--- config.mk ---
export PLATFORM = sky130hd
export DESIGN_NAME = otpb_top
export DESIGN_NICKNAME = d
export VERILOG_FILES = /design/src/hw/otpb_pkg.sv /design/src/hw/otpb_mem.sv /design/src/hw/otpb_top.sv
export VERILOG_INCLUDE_DIRS = /design/src /design/src/hw
export SDC_FILE = /design/constraint.sdc
export NUM_CORES = 1
export LEC_CHECK = 0
export ABC_AREA = 1
export BUFFER_PORTS_ARGS = -buffer_cell sky130_fd_sc_hd__buf_4
export CAP_MARGIN = 10
export CORE_MARGIN = 8
export CORE_UTILIZATION = 68
export DETAILED_ROUTE_END_ITERATION = 12
export GPL_ROUTABILITY_DRIVEN = 0
export PLACE_DENSITY_LB_ADDON = 0.08
export SKIP_LAST_GASP = 1
export SLEW_MARGIN = 10
export SYNTH_ARGS = -nofsm -noshare
export SYNTH_HDL_FRONTEND = slang
export SYNTH_SLANG_ARGS = --single-unit
export TNS_END_PERCENT = 5
--- constraint.sdc ---
create_clock -name ref_clk_in -period 8.4 [get_ports ref_clk_in]
set_input_delay 1.26 -clock ref_clk_in [delete_from_list [all_inputs] [get_ports ref_clk_in]]
set_output_delay 1.26 -clock ref_clk_in [all_outputs]
set_load 0.005 [all_outputs]
--- src/hw/otpb_params.svh ---
// Purpose: Constants for the fuse burn and verify block
// Assumes: 250 MHz reference clock
// Notes: Offsets are byte addresses on the plain register port
`ifndef OTPB_PARAMS_SVH
`define OTPB_PARAMS_SVH
`define OTPB_CFG_FIRST 8'h0a
`define OTPB_SIG_OFS 8'h1e
`define OTPB_CTRL_OFS 8'h23
`define OTPB_KEY1_OFS 8'h62
`define OTPB_KEY2_OFS 8'h63
`define OTPB_ANGLE_LO_OFS 8'h24
`define OTPB_ANGLE_HI_OFS 8'h25
`define OTPB_STATUS_OFS 8'h26
`define OTPB_CTRL_DSP_RST 8'h20
`define OTPB_CTRL_GUARD 8'h40
`define OTPB_CTRL_NORMAL 8'h00
`define OTPB_KEY1_VAL 8'h70
`define OTPB_KEY2_VAL 8'h51
`define OTPB_LOCK_OFS 8'h0a
`define OTPB_LOCK_BIT 7
`define OTPB_CLK_MHZ 250
`define OTPB_BURN_US 10000
`define OTPB_REFRESH_US 5000
`define OTPB_BURN_CYC (`OTPB_BURN_US * `OTPB_CLK_MHZ)
`define OTPB_REFRESH_CYC (`OTPB_REFRESH_US * `OTPB_CLK_MHZ)
`endif

--- src/hw/otpb_pkg.sv ---
// Purpose: Types for the fuse burn and verify block
// Assumes: Nothing beyond the params header
// Notes: One-hot sequencer states
package otpb_pkg;
   typedef enum logic [3:0] {
      OTPB_IDLE = 4'b0001,
      OTPB_ARMED = 4'b0010,
      OTPB_BURN = 4'b0100,
      OTPB_REFRESH = 4'b1000
   } otpb_state_t;
endpackage : otpb_pkg

--- src/hw/otpb_mem.sv ---
// Purpose: Register image and fuse array storage
// Assumes: One write port per array, registered read
// Notes: Fuse array only ever gains ones, as real fuses do
`timescale 1ns/10ps
`default_nettype none
module otpb_mem #(
   parameter int DEPTH = 32,
   parameter int AW = 5
) (
   // Clock
   input wire logic ref_clk_in,
   // Image port
   input wire logic img_we_in,
   input wire logic [AW-1:0] img_addr_in,
   input wire logic [7:0] img_wdata_in,
   output logic [7:0] img_rdata_out,
   // Fuse port
   input wire logic fuse_we_in,
   input wire logic [AW-1:0] fuse_addr_in,
   input wire logic [7:0] fuse_wdata_in,
   output logic [7:0] fuse_rdata_out
);
   logic [7:0] img_mem [DEPTH];
   // Blank fuses read as zero; they start defined so the boot copy does too
   logic [7:0] fuse_mem [DEPTH] = '{default: 8'h00};

   always_ff @(posedge ref_clk_in)
   begin
      if (img_we_in)
      begin
         img_mem[img_addr_in] <= img_wdata_in;
      end
      img_rdata_out <= img_mem[img_addr_in];
   end

   always_ff @(posedge ref_clk_in)
   begin
      if (fuse_we_in)
      begin
         fuse_mem[fuse_addr_in] <= fuse_mem[fuse_addr_in] | fuse_wdata_in;
      end
      fuse_rdata_out <= fuse_mem[fuse_addr_in];
   end
endmodule : otpb_mem
`default_nettype wire

--- src/hw/otpb_top.sv ---
// Purpose: Fuse burn, guard-band refresh and lock-mode control of a sensor
// Assumes: Single clock, synchronous register port, fuses start blank
// Notes: Register image 0x00..0x1f lives in otpb_mem
// Operation
// Programmer resets the processor by writing 0x20 to control before sampling
// Measured angle readable; programmer samples it at start and stop
// Programmer writes config range 0x0a..0x1e and verifies readback
// Programmer rewrites range with customer lock bit set
// Programmer reads 0x00..0x1d and computes the signature
// Programmer stores signature at 0x1e
// Programmer writes final image, verifies, then burns
// Burn starts on key 0x70 at 0x62 then 0x51 at 0x63
// Burn finishes within 10 ms; programmer waits meanwhile
// Programmer clears signature register before each refresh
// Writing 0x40 to control selects the guard-band threshold
// Image reloads from fuses within 5 ms of threshold write
// Programmer checks signature then whole range after refresh
// Failed verification means the part must not be reprogrammed
// Writing 0x00 to control restores normal threshold and refreshes
// Locked part starts in functional mode after reset
// Guard-band threshold only for verifying fresh fuses
// Unlocked part starts in communication mode
// Signature: shift left, xor byte, xor 29 if old top bit set
// Burn keys ignored outside communication mode or out of order
`timescale 1ns/10ps
`default_nettype none
`include "otpb_params.svh"
module otpb_top
   import otpb_pkg::*;
#(
   parameter int BURN_CYC = `OTPB_BURN_CYC,
   parameter int REFRESH_CYC = `OTPB_REFRESH_CYC,
   parameter int ANGLE_W = 14
) (
   // Clock and reset
   input wire logic ref_clk_in,
   input wire logic rst_n_in,
   // Register port
   input wire logic [7:0] addr_in,
   input wire logic [7:0] wdata_in,
   input wire logic wr_in,
   input wire logic rd_in,
   output logic [7:0] rdata_out,
   // Sensor side
   input wire logic [ANGLE_W-1:0] measured_angle_in,
   output logic dsp_reset_out,
   output logic guard_band_out,
   output logic comm_mode_out,
   output logic busy_out
);
   localparam int AW = 5;
   localparam int WORDS = 32;

   otpb_state_t state_reg;
   logic [7:0] ctrl_reg;
   logic [31:0] timer_reg;
   logic [AW:0] copy_idx_reg;
   logic comm_mode_reg;
   logic boot_reg;
   logic burned_reg;
   logic rd_pend_reg;
   logic [7:0] rd_addr_reg;
   logic [ANGLE_W-1:0] angle_reg;

   logic img_we;
   logic [AW-1:0] img_addr;
   logic [7:0] img_wdata;
   logic [7:0] img_rdata;
   logic fuse_we;
   logic [AW-1:0] fuse_addr;
   logic [7:0] fuse_rdata;

   function automatic logic in_image(input logic [7:0] a);
      in_image = (a < 8'(WORDS));
   endfunction : in_image

   wire logic copying = (state_reg == OTPB_BURN) || (state_reg == OTPB_REFRESH);
   wire logic bus_img_wr = wr_in && in_image(addr_in) && comm_mode_reg && !copying;
   // Copy stream has one cycle of read latency, so lagged index writes
   wire logic [AW-1:0] lag_idx = copy_idx_reg[AW-1:0] - 5'h01;
   wire logic lag_valid = copying && (copy_idx_reg != '0) && (copy_idx_reg <= 6'(WORDS));

   always_comb
   begin
      img_we = bus_img_wr;
      img_addr = addr_in[AW-1:0];
      img_wdata = wdata_in;
      fuse_we = 1'b0;
      fuse_addr = copy_idx_reg[AW-1:0];
      if (state_reg == OTPB_BURN)
      begin
         img_we = 1'b0;
         img_addr = copy_idx_reg[AW-1:0];
         fuse_we = lag_valid;
         fuse_addr = lag_valid ? lag_idx : copy_idx_reg[AW-1:0];
      end
      else if (state_reg == OTPB_REFRESH || boot_reg)
      begin
         img_we = lag_valid;
         img_addr = lag_idx;
         img_wdata = fuse_rdata;
      end
   end

   otpb_mem #(.DEPTH(WORDS), .AW(AW)) u_mem (
      .ref_clk_in(ref_clk_in),
      .img_we_in(img_we),
      .img_addr_in(img_addr),
      .img_wdata_in(img_wdata),
      .img_rdata_out(img_rdata),
      .fuse_we_in(fuse_we),
      .fuse_addr_in(fuse_addr),
      .fuse_wdata_in(img_rdata),
      .fuse_rdata_out(fuse_rdata)
   );

   // Sequencer: keys, burn and refresh timing
   always_ff @(posedge ref_clk_in)
   begin
      if (!rst_n_in)
      begin
         state_reg <= OTPB_REFRESH;
         timer_reg <= 32'h0;
         copy_idx_reg <= '0;
         burned_reg <= 1'b0;
      end
      else
      begin
         unique case (state_reg)
            OTPB_IDLE:
            begin
               if (wr_in && comm_mode_reg && addr_in == `OTPB_KEY1_OFS
                   && wdata_in == `OTPB_KEY1_VAL)
               begin
                  state_reg <= OTPB_ARMED;
               end
               else if (wr_in && comm_mode_reg && addr_in == `OTPB_CTRL_OFS
                        && (wdata_in == `OTPB_CTRL_GUARD || wdata_in == `OTPB_CTRL_NORMAL))
               begin
                  state_reg <= OTPB_REFRESH;
                  timer_reg <= 32'h0;
                  copy_idx_reg <= '0;
               end
            end
            OTPB_ARMED:
            begin
               if (wr_in)
               begin
                  if (addr_in == `OTPB_KEY2_OFS && wdata_in == `OTPB_KEY2_VAL
                      && !burned_reg)
                  begin
                     state_reg <= OTPB_BURN;
                     timer_reg <= 32'h0;
                     copy_idx_reg <= '0;
                  end
                  else
                  begin
                     state_reg <= OTPB_IDLE;
                  end
               end
            end
            OTPB_BURN, OTPB_REFRESH:
            begin
               if (!copy_idx_reg[AW] || !copy_idx_reg[0]) // Park at WORDS+1, past last lag
               begin
                  copy_idx_reg <= copy_idx_reg + 6'h01;
               end
               timer_reg <= timer_reg + 32'h1;
               if (timer_reg >= 32'(((state_reg == OTPB_BURN) ? BURN_CYC : REFRESH_CYC) - 1))
               begin
                  state_reg <= OTPB_IDLE;
                  if (state_reg == OTPB_BURN)
                  begin
                     burned_reg <= 1'b1;
                  end
               end
            end
         endcase
      end
   end

   // Boot refresh follows reset; mode is taken from lock bit as that byte is copied
   always_ff @(posedge ref_clk_in)
   begin
      if (!rst_n_in)
      begin
         boot_reg <= 1'b1;
         comm_mode_reg <= 1'b0;
      end
      else if (boot_reg && lag_valid && lag_idx == AW'(`OTPB_LOCK_OFS))
      begin
         comm_mode_reg <= !fuse_rdata[`OTPB_LOCK_BIT];
      end
      else if (boot_reg && state_reg == OTPB_IDLE)
      begin
         boot_reg <= 1'b0;
      end
   end

   // Control register drives processor reset and fuse threshold
   always_ff @(posedge ref_clk_in)
   begin
      if (!rst_n_in)
      begin
         ctrl_reg <= 8'h00;
      end
      else if (wr_in && comm_mode_reg && addr_in == `OTPB_CTRL_OFS && state_reg == OTPB_IDLE)
      begin
         ctrl_reg <= wdata_in;
      end
      else if (ctrl_reg == `OTPB_CTRL_DSP_RST)
      begin
         ctrl_reg <= 8'h00; // Processor reset is a one-cycle pulse
      end
   end

   // Angle latched every cycle except during a low byte read strobe, which holds it for that read
   always_ff @(posedge ref_clk_in)
   begin
      if (!rst_n_in)
      begin
         angle_reg <= '0;
      end
      else if (!(rd_in && addr_in == `OTPB_ANGLE_LO_OFS))
      begin
         angle_reg <= measured_angle_in;
      end
   end

   always_ff @(posedge ref_clk_in)
   begin
      if (!rst_n_in)
      begin
         rd_pend_reg <= 1'b0;
         rd_addr_reg <= 8'h00;
      end
      else
      begin
         rd_pend_reg <= rd_in;
         rd_addr_reg <= addr_in;
      end
   end

   // Read data valid only in cycle after strobe; unmapped reads zero
   always_comb
   begin
      rdata_out = 8'h00;
      if (rd_pend_reg)
      begin
         if (in_image(rd_addr_reg))
         begin
            rdata_out = img_rdata;
         end
         else
         begin
            unique case (rd_addr_reg)
               `OTPB_CTRL_OFS: rdata_out = ctrl_reg;
               `OTPB_ANGLE_LO_OFS: rdata_out = angle_reg[7:0];
               `OTPB_ANGLE_HI_OFS: rdata_out = 8'(angle_reg[ANGLE_W-1:8]);
               `OTPB_STATUS_OFS: rdata_out = {4'h0, burned_reg, busy_out, comm_mode_reg,
                                              boot_reg};
               default: rdata_out = 8'h00;
            endcase
         end
      end
   end

   always_ff @(posedge ref_clk_in)
   begin
      if (!rst_n_in)
      begin
         dsp_reset_out <= 1'b0;
         guard_band_out <= 1'b0;
         comm_mode_out <= 1'b0;
         busy_out <= 1'b1;
      end
      else
      begin
         dsp_reset_out <= (ctrl_reg == `OTPB_CTRL_DSP_RST);
         guard_band_out <= (ctrl_reg == `OTPB_CTRL_GUARD);
         comm_mode_out <= comm_mode_reg;
         busy_out <= copying;
      end
   end

   chk_burn_keys_order: assert property (@(posedge ref_clk_in) disable iff (!rst_n_in)
      (state_reg == OTPB_BURN && $past(state_reg) != OTPB_BURN) |->
      $past(state_reg) == OTPB_ARMED)
      else $error("Burn started without first key");
   chk_burn_bounded: assert property (@(posedge ref_clk_in) disable iff (!rst_n_in)
      state_reg == OTPB_BURN |-> timer_reg < 32'(BURN_CYC)) else $error("Burn overran");
   chk_refresh_bounded: assert property (@(posedge ref_clk_in) disable iff (!rst_n_in)
      state_reg == OTPB_REFRESH |-> timer_reg < 32'(REFRESH_CYC)) else $error("Refresh overran");
   chk_guard_output: assert property (@(posedge ref_clk_in) disable iff (!rst_n_in)
      ctrl_reg == `OTPB_CTRL_GUARD |=> guard_band_out) else $error("Guard band not selected");
   chk_dsp_reset_issued: assert property (@(posedge ref_clk_in) disable iff (!rst_n_in)
      ctrl_reg == `OTPB_CTRL_DSP_RST |=> dsp_reset_out) else $error("Processor reset missing");
   chk_locked_no_arm: assert property (@(posedge ref_clk_in) disable iff (!rst_n_in)
      !comm_mode_reg |-> state_reg != OTPB_ARMED) else $error("Key taken while locked");
endmodule : otpb_top
`default_nettype wire

Word level (Yosys, flattened, before mapping)
Memories as Yosys holds them, arrays and structs flattened. A register that Yosys moved wholly into a read port is not among the register bits.
Index checks and enable logic that the tools add are counted.
- register bits: 88
- memory bits (writable): 512
- input port bits: 34
- logic and storage cells: 123
- memories: 2
- memories (name ; depth ; width ; rd ports ; clocked after memory_dff ; write ports ; line ; text):
    u_mem.fuse_mem ; 32 ; 8 ; 1 ; 0 ; 1 ; otpb_mem.sv:25 ; logic [7:0] fuse_mem [DEPTH] = '{default: 8'h00};
    u_mem.img_mem ; 32 ; 8 ; 1 ; 1 ; 1 ; otpb_mem.sv:23 ; logic [7:0] img_mem [DEPTH];
- add/sub/neg operators: 4
- magnitude comparators: 4
- eq/ne operators: 25
- muxes and demuxes: 36
- bitwise gates (word level): 2
- reductions and logical operators: 35
- operators with widths (operator ; number):
    $mux W32 ; 4
    $pmux W32 S3 ; 1
    $eq A8 B6 Y1 const B ; 7
    $eq A8 B7 Y1 const B ; 6
    $mux W8 ; 6
    $add A32 B1 Y32 const B ; 1
    $ge A32 B32 Y1 ; 1
    $pmux W8 S4 ; 1
    $mux W6 ; 5
    $sub A22 B1 Y23 const B ; 1
    $mux W22 ; 1
    $mux W5 ; 4
    $pmux W6 S3 ; 1
    $logic_and A1 B1 Y1 ; 17
    $lt A8 B6 Y1 const B ; 2
    $mux W4 ; 4
    $ne A2 B2 Y1 const B ; 6
    $pmux W4 S3 ; 1
    $logic_not A8 Y1 ; 1
    $or A8 B8 Y8 ; 1
    $mux W1 ; 7
    $add A6 B1 Y6 const B ; 1
    $le A6 B6 Y1 const B ; 1
    $reduce_and A3 Y1 ; 2
    other kinds (17) ; 24

Longest topological paths before layout
Gate-level depths: netlist of run 1.
- depth in word-level cells: 8
- depth in mapped cells: 18
- depth with buffers taken out: 17

Cells and area by module
Synthesis of run 1 repeated with hierarchy kept, for this count alone.
- cell total of the unflattened synthesis: 2748
- area, all modules: 26573.0 sq um
- by module, submodules not included (module ; times used ; cells each ; area each (sq um) ; seq. area each (sq um)):
    otpb_mem ; 1 ; 1975 ; 21594.5 ; 15695.1
    otpb_top ; 1 ; 773 ; 4978.5 ; 1601.5

Worst setup path after synthesis of run 1
Ideal clock, no wire load.
- path type: input to register
- start point: in addr_in[0]
- end point: mem u_mem.img_mem[10][0] (enable)
- library setup time: 370 ps
- arrival time: 2580 ps
- path slack: 5450 ps
- cell stages on the path: 8
- cells stage by stage: nand2_1 > nand3b_1 > buf_4 > nand2_2 > buf_6 > buf_2 > nand3_1 > nor2_1
- longest elaborated chain between the ends: 8
- elaborated cells on any way between the ends: 10
- classes of those cells: order compare: 1; mux: 6; reduce/logical: 3
- RTL lines (what ; line ; text):
    start: declaration ; otpb_top.sv:39 ; input wire logic [7:0] addr_in,
    $lt A8 B6 Y1 ; otpb_top.sv:74 ; in_image = (a < 8'(WORDS));
    $logic_and A1 B1 Y1 (3 in a row) ; otpb_top.sv:78 ; wire logic bus_img_wr = wr_in && in_image(addr_in) && comm_mode_reg && !copying;
    $mux W1 ; otpb_top.sv:97 ; else if (state_reg == OTPB_REFRESH || boot_reg)
    $mux W1 ; otpb_top.sv:90 ; if (state_reg == OTPB_BURN)
    $mux W1 ; otpb_mem.sv:29 ; if (img_we_in)
    $mux W1 (not written as such) ; otpb_mem.sv:31 ; img_mem[img_addr_in] <= img_wdata_in;
    end: declaration ; otpb_mem.sv:23 ;
Parallel ways exist; a longest one is shown, timed or not.

Worst setup path in the final report of run 1
- start point: reg copy_idx_reg[0]
- end point: mem u_mem.fuse_mem[7][1] (data pin)
- longest elaborated chain between the ends: 7
- elaborated cells on any way between the ends: 9
- classes of those cells: add/sub: 1; order compare: 1; mux: 2; bitwise: 1; reduce/logical: 3; memory: 1
- RTL lines (what ; line ; text):
    start: declaration ; otpb_top.sv:57 ; logic [AW:0] copy_idx_reg;
    start signal: assignment ; otpb_top.sv:166 ; copy_idx_reg <= copy_idx_reg + 6'h01;
    parallel branches: the longest is 4 deep, another holds $le A6 B6 Y1 ; -- ;
    $mux W5 * ; otpb_top.sv:90 ;
    $mem_v2 Z32 W8 * ; -- ;
    $or A8 B8 Y8 * ; otpb_mem.sv:40 ; fuse_mem[fuse_addr_in] <= fuse_mem[fuse_addr_in] | fuse_wdata_in;
    end: declaration ; otpb_mem.sv:25 ;
Mark *: on every way between the ends.

==> results of run 1 <==
## placed cells by master, fill, tap and decap left out, drive strengths merged, types with 4 or more instances in the layout
master	n
nand2	1351
edfxtp	512
nand3	258
nor2	184
inv	140
dfxtp	96
a21oi	79
clkbuf	78
buf	67
nor3	50
o21ai	40
clkinv	22
nand4	15
o22ai	13
or2	11
nor4	11
ha	10
nand3b	9
xor2	5
clkinvlp	4
## logic make-up after synthesis
group,synth area share [%]
and+or+nand+nor,28.72
DFF,63.45
buffers and inverters,4.268
AOI/OAI and AO/OA,2.786
adders and majority gates,0.4590
xor gates and xnor gates,0.1928
muxes,0.1239
## layout make-up
cell class | count | area share [%]
tap | 525 | 2.214
clock buffer | 78 | 5.318
multi-input combinational | 2052 | 29.93
clock inverter | 30 | 0.7676
sequential | 608 | 58.30
timing repair buffer | 67 | 1.695
inverter | 139 | 1.767
## power by group through the flow
stage | combinational [W] | sequential (W) | clock, W
3_3_place_gp | 0.00355 | 0.00412 | 0
3_5_place_dp | 0.00363 | 0.00412 | 0
2_1_floorplan | 0.00252 | 0.00409 | 0
4_1_cts | 0.00366 | 0.00406 | 0.00252
6_report | 0.00372 | 0.00406 | 0.00251
5_1_grt | 0.00408 | 0.00407 | 0.00263
## per-layer routing
metal	GRT usage, %	part of all wire [%]
met5	0	0
met4	10.17	2.7
met3	4.345	10
met2	44.40	47
met1	40.06	41
## cells in the mapped netlist (all sizes together)
| library cell | n |
|---|---|
| nor4 | 11 |
| xor2 | 5 |
| inv | 139 |
| nor2 | 184 |
| nor4b | 1 |
| a22oi | 1 |
| clkbuf | 30 |
| edfxtp | 512 |
| nor3 | 50 |
| dfxtp | 96 |
| o22ai | 13 |
| and3 | 3 |
| nand3b | 9 |
| nand2 | 1351 |
| nor3b | 2 |
| or2 | 11 |
| buf | 93 |
| a21oi | 79 |
| o21ai | 40 |
| nand4 | 15 |
| ha | 10 |
| xnor2 | 1 |
| a211oi | 3 |
| nand3 | 258 |
| o211ai | 2 |
| mux2 | 3 |
## stage by stage
step / utilization [%] / hold WS, ns / setup WS, ns / std cells
final: 74.84 / 0.4589 / 2.983 / 3499
after global routing: 74.84 / 0.4710 / 2.652 / 3499
after CTS: 74.84 / 0.4521 / 3.039 / 3499
after detailed placement: 70.28 / 0.4436 / 3.080 / 3391
after global placement: 70.28 / 0.4396 / 3.316 / 3391
after floorplan: - / 0.4064 / 5.450 / 2922
## how the worst max path moves through the flow
stage                                             from                              end  cells after the start
final                     copy_idx_reg[0]$_SDFFE_PN0P_   u_mem.fuse_mem[7][1]$_DFFE_PP_                     15
after floorplan                             addr_in[0]   u_mem.img_mem[10][0]$_DFFE_PP_                      8
after global placement    copy_idx_reg[0]$_SDFFE_PN0P_  u_mem.fuse_mem[28][1]$_DFFE_PP_                     15
after CTS                 copy_idx_reg[0]$_SDFFE_PN0P_   u_mem.fuse_mem[9][1]$_DFFE_PP_                     15
after detailed placement  copy_idx_reg[0]$_SDFFE_PN0P_  u_mem.fuse_mem[29][1]$_DFFE_PP_                     15
after global routing      copy_idx_reg[0]$_SDFFE_PN0P_  u_mem.fuse_mem[19][1]$_DFFE_PP_                     15
==> metrics.txt, run 1 <==
Hold WC Path Type=reg2reg; Switching Share=roughly 39%; status=finished with violations; clock network fraction of total power=24.4%; GRT Resource Usage Total=28.30%; Final Setup Violations=0; fmax=about 180 MHz; WL per Instance=19.39 um; Yosys reg bits=608; Num Clock Sinks=~610; Reg2Reg Depth=15; grt ovf=0; Sw Pwr=about 0.0040 W; largest net degree at the start of global routing=94; CTS Buf Count=between 50 and 60; Filler Cell Count=2,712; layout net count=2,971; cells after synthesis=2,922; ANT cells=0; Leakage=12.00 nW; CTS tree=yes; CP peak stage delay=0.90 ns; total die area=46,750 um^2; Clock Latency Late Sink=approximately 0.63 ns; Setup crit start kind=register; internal reg-to-reg setup slack=2.98 ns; vias in the first global route=19.54k; first-pass GRT wire length=105.4 mm; CTS max path bufs=3; final hold vios=0; CTS root buf=clkbuf_16; Worst Hold Depth=1; critical path buffer and inverter count=2; Slew Viols, Final=0; critical-path cell list=inv_2, ha_1, nand3_1, nand3_4, nand2_4, nand2_4, buf_4, nand2_1, nand2_1, nand2_1, nand2_1, nand2_1, nand2_1, nor2_1, nand3_1; die width=216.2 um; RSZ-0062 raised after global routing=false; synth-to-layout area growth=8.822%; antenna violations before repair=0; Starting Density=between 60 and 70%; Die Y=216.2 um; Core Region=39,640 um^2; CTS clk-pin slew, worst paths=roughly 0.06 ns; hpwl dp=41.01 mm; Seq. cell area=17,300 um^2; Row Count=73; Worst Path Arrival=5.43 ns; top cells by area, synth=edfxtp_1 56%, nand2_1 19%, dfxtp_1 7.0%; post-synthesis cell type count=44; Placed Area=27,860 um^2; postcts setup bufs=0; cts hold-fix bufs=0; post-cts resize count=0; CP top delay family=simple AND/OR/NAND/NOR gates; DR iter-0 viols=2,762; failing checks=design-rule violations; Final min period=around 5.4 ns; Comb power frac=36.1%; Crit Reg-Reg Startpoint=copy_idx_reg[0]$_SDFFE_PN0P_; Seq/Total Area, Yosys=63.45%; Worst slew margin=20.32%; FF-to-FF End=u_mem.fuse_mem[7][1]$_DFFE_PP_; worst-path fanout max=93; DRC Markers=1; PortBufs=45; cell taking the most area after synthesis=edfxtp_1; Pwr Density=347.2 nW/um^2; worst hold start=u_mem.fuse_rdata_out[7]$_DFF_P_; post-route design area=between 20,000 and 30,000 um^2; Overall Power=0.01030 W; sequential share of power=39.4%; skew final=0.02254 ns; wirelength, routed=67.84 mm; Int Power=~0.0063 W; Final ANT Viol Nets=0; CP Capture Type=register; slowest CP cell=nand3_1; Hold Path End=comm_mode_reg$_SDFFE_PN0P_; area of the multi-input gates=8880 um^2; post-synth top area share=56.40%; syn avg cell area=9.330 um^2; Least-Margin Pin Slew=1.192 ns; WS Path Type=reg2reg; # Max-Cap Violations=0; worst vdd ir=0.2684 mV; period utilisation layout=64.49%; cell mode on critical path=nand2_1; Ports=46; H-tree depth=2; Post-Syn Nets=roughly 3k; final setup TNS=0 ns; ratio of cells with drive above 1 in the final layout=around 7.5%; Pre-antenna DRT Iters=9; vias per cell=about 5.9; via count=roughly 21k; mapped cell area=27,260 um^2; CP Data Required Time=8.41 ns; yosys warns=0
Power figures use the tool's default switching activity.
==> run 2: changes to the inputs <==
Settings changed: CORE_UTILIZATION 68 to 63.
Clock period 8.4 ns to 5.3 ns, I/O delays scaled along.
==> run 2 against run 1 <==
  * The run now ends clean
  * Sequential share of layout area decreased by 0.79 points
  * Critical path depth decreased by 7
  * Flip-flop and latch count unchanged
  * Global-route usage shrank 1.5 points
  * Combinational power up 66%
==> metrics.txt, run 2 (synthesis gave the netlist of run 1 again) <==
CTS tree=yes; Comb power frac=36.6% (+0.5 points); Row Count=76 (+4.1%); CTS Buf Count=59 (unchanged); CTS max path bufs=3 (unchanged); clock network fraction of total power=25.3% (+0.9 points); wirelength, routed=67.77 mm (about the same); Sw Pwr=0.006570 W (+62%); FF-to-FF End=u_mem.fuse_mem[17][0]$_DFFE_PP_; Pre-antenna DRT Iters=7 (-2); Leakage=12.17 nW (+1.4%); worst vdd ir=0.4211 mV (+57%); Final ANT Viol Nets=0 (unchanged); cts hold-fix bufs=0 (unchanged); Pwr Density=559.7 nW/um^2 (+61%); final hold vios=0 (unchanged); PortBufs=45 (unchanged); total die area=50,190 um^2 (+7.3%); first-pass GRT wire length=106.2 mm (+0.71%); synth-to-layout area growth=10.31%; CTS root buf=clkbuf_16; hpwl dp=42.10 mm (+2.6%); WL per Instance=18.95 um (-2.3%); Die Y=224.0 um (+3.6%); via count=20.50k (-1.2%); # Max-Cap Violations=0 (unchanged); DRC Markers=0 (-1); antenna violations before repair=0 (unchanged); worst setup path end=u_mem.fuse_mem[17][0]$_DFFE_PP_; Worst slew margin=27.70% (+7.4 points); RSZ-0062 raised after global routing=false; H-tree depth=2 (unchanged); Core Region=42,890 um^2 (+8.2%); WS Path Type=reg2reg; sequential share of power=38.1% (-1.3 points); internal reg-to-reg setup slack=1.18 ns (-1.80 ns); Least-Margin Pin Slew=1.076 ns (-0.1155 ns); hold slack=0.3690 ns (-0.08995 ns); final setup TNS=0 ns (unchanged); layout net count=2,989 (+0.61%); most frequent cells in the layout=1,345 x nand2_1, 512 x edfxtp_1, 252 x nand3_1; Hold WC Path Type=in2reg; postcts setup bufs=0 (unchanged); CTS clk-pin slew, worst paths=0.07 ns (about the same); largest net degree at the start of global routing=79 (-16%); CP Capture Type=register; Clock Latency Late Sink=0.62 ns (about the same); Worst Path Arrival=4.37 ns (-1.06 ns); vias per cell=5.732 (-3.3%); Num Clock Sinks=608 (unchanged); ANT cells=0 (unchanged); Starting Density=63.57% (-5.2 points); skew final=0.01722 ns (-0.005320 ns); ratio of cells with drive above 1 in the final layout=8.289% (+0.79 points); CP Data Required Time=5.55 ns (-2.86 ns); GRT Resource Usage Total=26.75% (-1.5 points); DR iter-0 viols=2,262 (-18%); Crit. Startpoint=copy_idx_reg[0]$_SDFFE_PN0P_; status=completed; Ports=46 (unchanged); Setup crit start kind=register; fmax=242.6 MHz (+31%); grt ovf=0 (unchanged); Final min period=4.121 ns (-1.296 ns); Final Setup Violations=0 (unchanged); Switching Share=39.03% (-0.26 points); period utilisation layout=77.76% (+13 points); Int Power=0.01026 W (+64%); Crit Reg-Reg Startpoint=copy_idx_reg[0]$_SDFFE_PN0P_; Reg2Reg Depth=8 (-7); Slew Viols, Final=0 (unchanged); most common cell after layout, fill and taps aside=nand2_1; post-cts resize count=0 (unchanged); worst-path fanout max=65 (-30%); die width=224.0 um (+3.6%); vias in the first global route=19.41k (-0.65%)
[run 2: critical path: stages, from the launching register on]
cell	delay (ns)
dfxtp_1	0.48
inv_2	0.15
ha_1	0.29
nand3_1	0.23
nand3_4	0.24
o21ai_4	0.20
buf_4	0.60
nand3_1	0.74
nor2_1	0.80
[run 2: metrics by stage]
step | util (%) | cells | setup slack (ns) | total power (W) | area (um^2)
2_1_floorplan | - | 2922 | 2.453 | 0.01048 | 27260
3_3_place_gp | 65.56 | 3469 | 1.345 | 0.01245 | 28120
3_5_place_dp | 65.56 | 3469 | 1.195 | 0.01257 | 28120
4_1_cts | 70.12 | 3577 | 1.204 | 0.01680 | 30070
5_1_grt | 70.12 | 3577 | 0.9691 | 0.01769 | 30070
6_report | 70.12 | 3577 | 1.179 | 0.01683 | 30070
[run 2: area by class of cell]
| cell class | count | area [um^2] |
|---|---|---|
| repair buffers | 85 | 675.6 |
| clock buffers | 65 | 1499 |
| multi-input cells | 2052 | 8887 |
| well taps | 585 | 732.0 |
| flip-flops and latches | 608 | 17300 |
| inverters | 139 | 524.3 |
| fillers | 3274 | 12810 |
| clock inverters | 43 | 457.9 |
[run 2: metal layers]
| layer | share of wire [%] | vias up | track usage (%) |
|---|---|---|---|
| met5 | 0 | - | 0 |
| li1 | - | 9704 | - |
| met2 | 46 | 1021 | 42.00 |
| met1 | 42 | 9631 | 37.86 |
| met3 | 9.9 | 147 | 5.205 |
| met4 | 2.5 | 0 | 7.710 |
[run 2: power by group through the flow]
stage	clock [W]	sequential [W]	combinational, W
floorplan	0	0.00648	0.00400
global placement	0	0.00649	0.00596
global route	0.00447	0.00642	0.00680
detailed placement	0	0.00650	0.00607
CTS	0.00430	0.00640	0.00610
finish	0.00426	0.00641	0.00617
[run 2: worst min-delay path by stage]
stage                            endpoint  cells after the start                            start  slack [ns]
2_1_floorplan  comm_mode_reg$_SDFFE_PN0P_                      1  u_mem.fuse_rdata_out[7]$_DFF_P_        0.41
3_3_place_gp    angle_reg[4]$_SDFFE_PN0N_                      2        angle_reg[4]$_SDFFE_PN0N_        0.45
3_5_place_dp   angle_reg[11]$_SDFFE_PN0N_                      2       angle_reg[11]$_SDFFE_PN0N_        0.46
4_1_cts            rd_pend_reg$_SDFF_PN0_                      3                            rd_in        0.35
5_1_grt            rd_pend_reg$_SDFF_PN0_                      3                            rd_in        0.36
6_report        rd_addr_reg[5]$_SDFF_PN0_                      3                       addr_in[5]        0.37
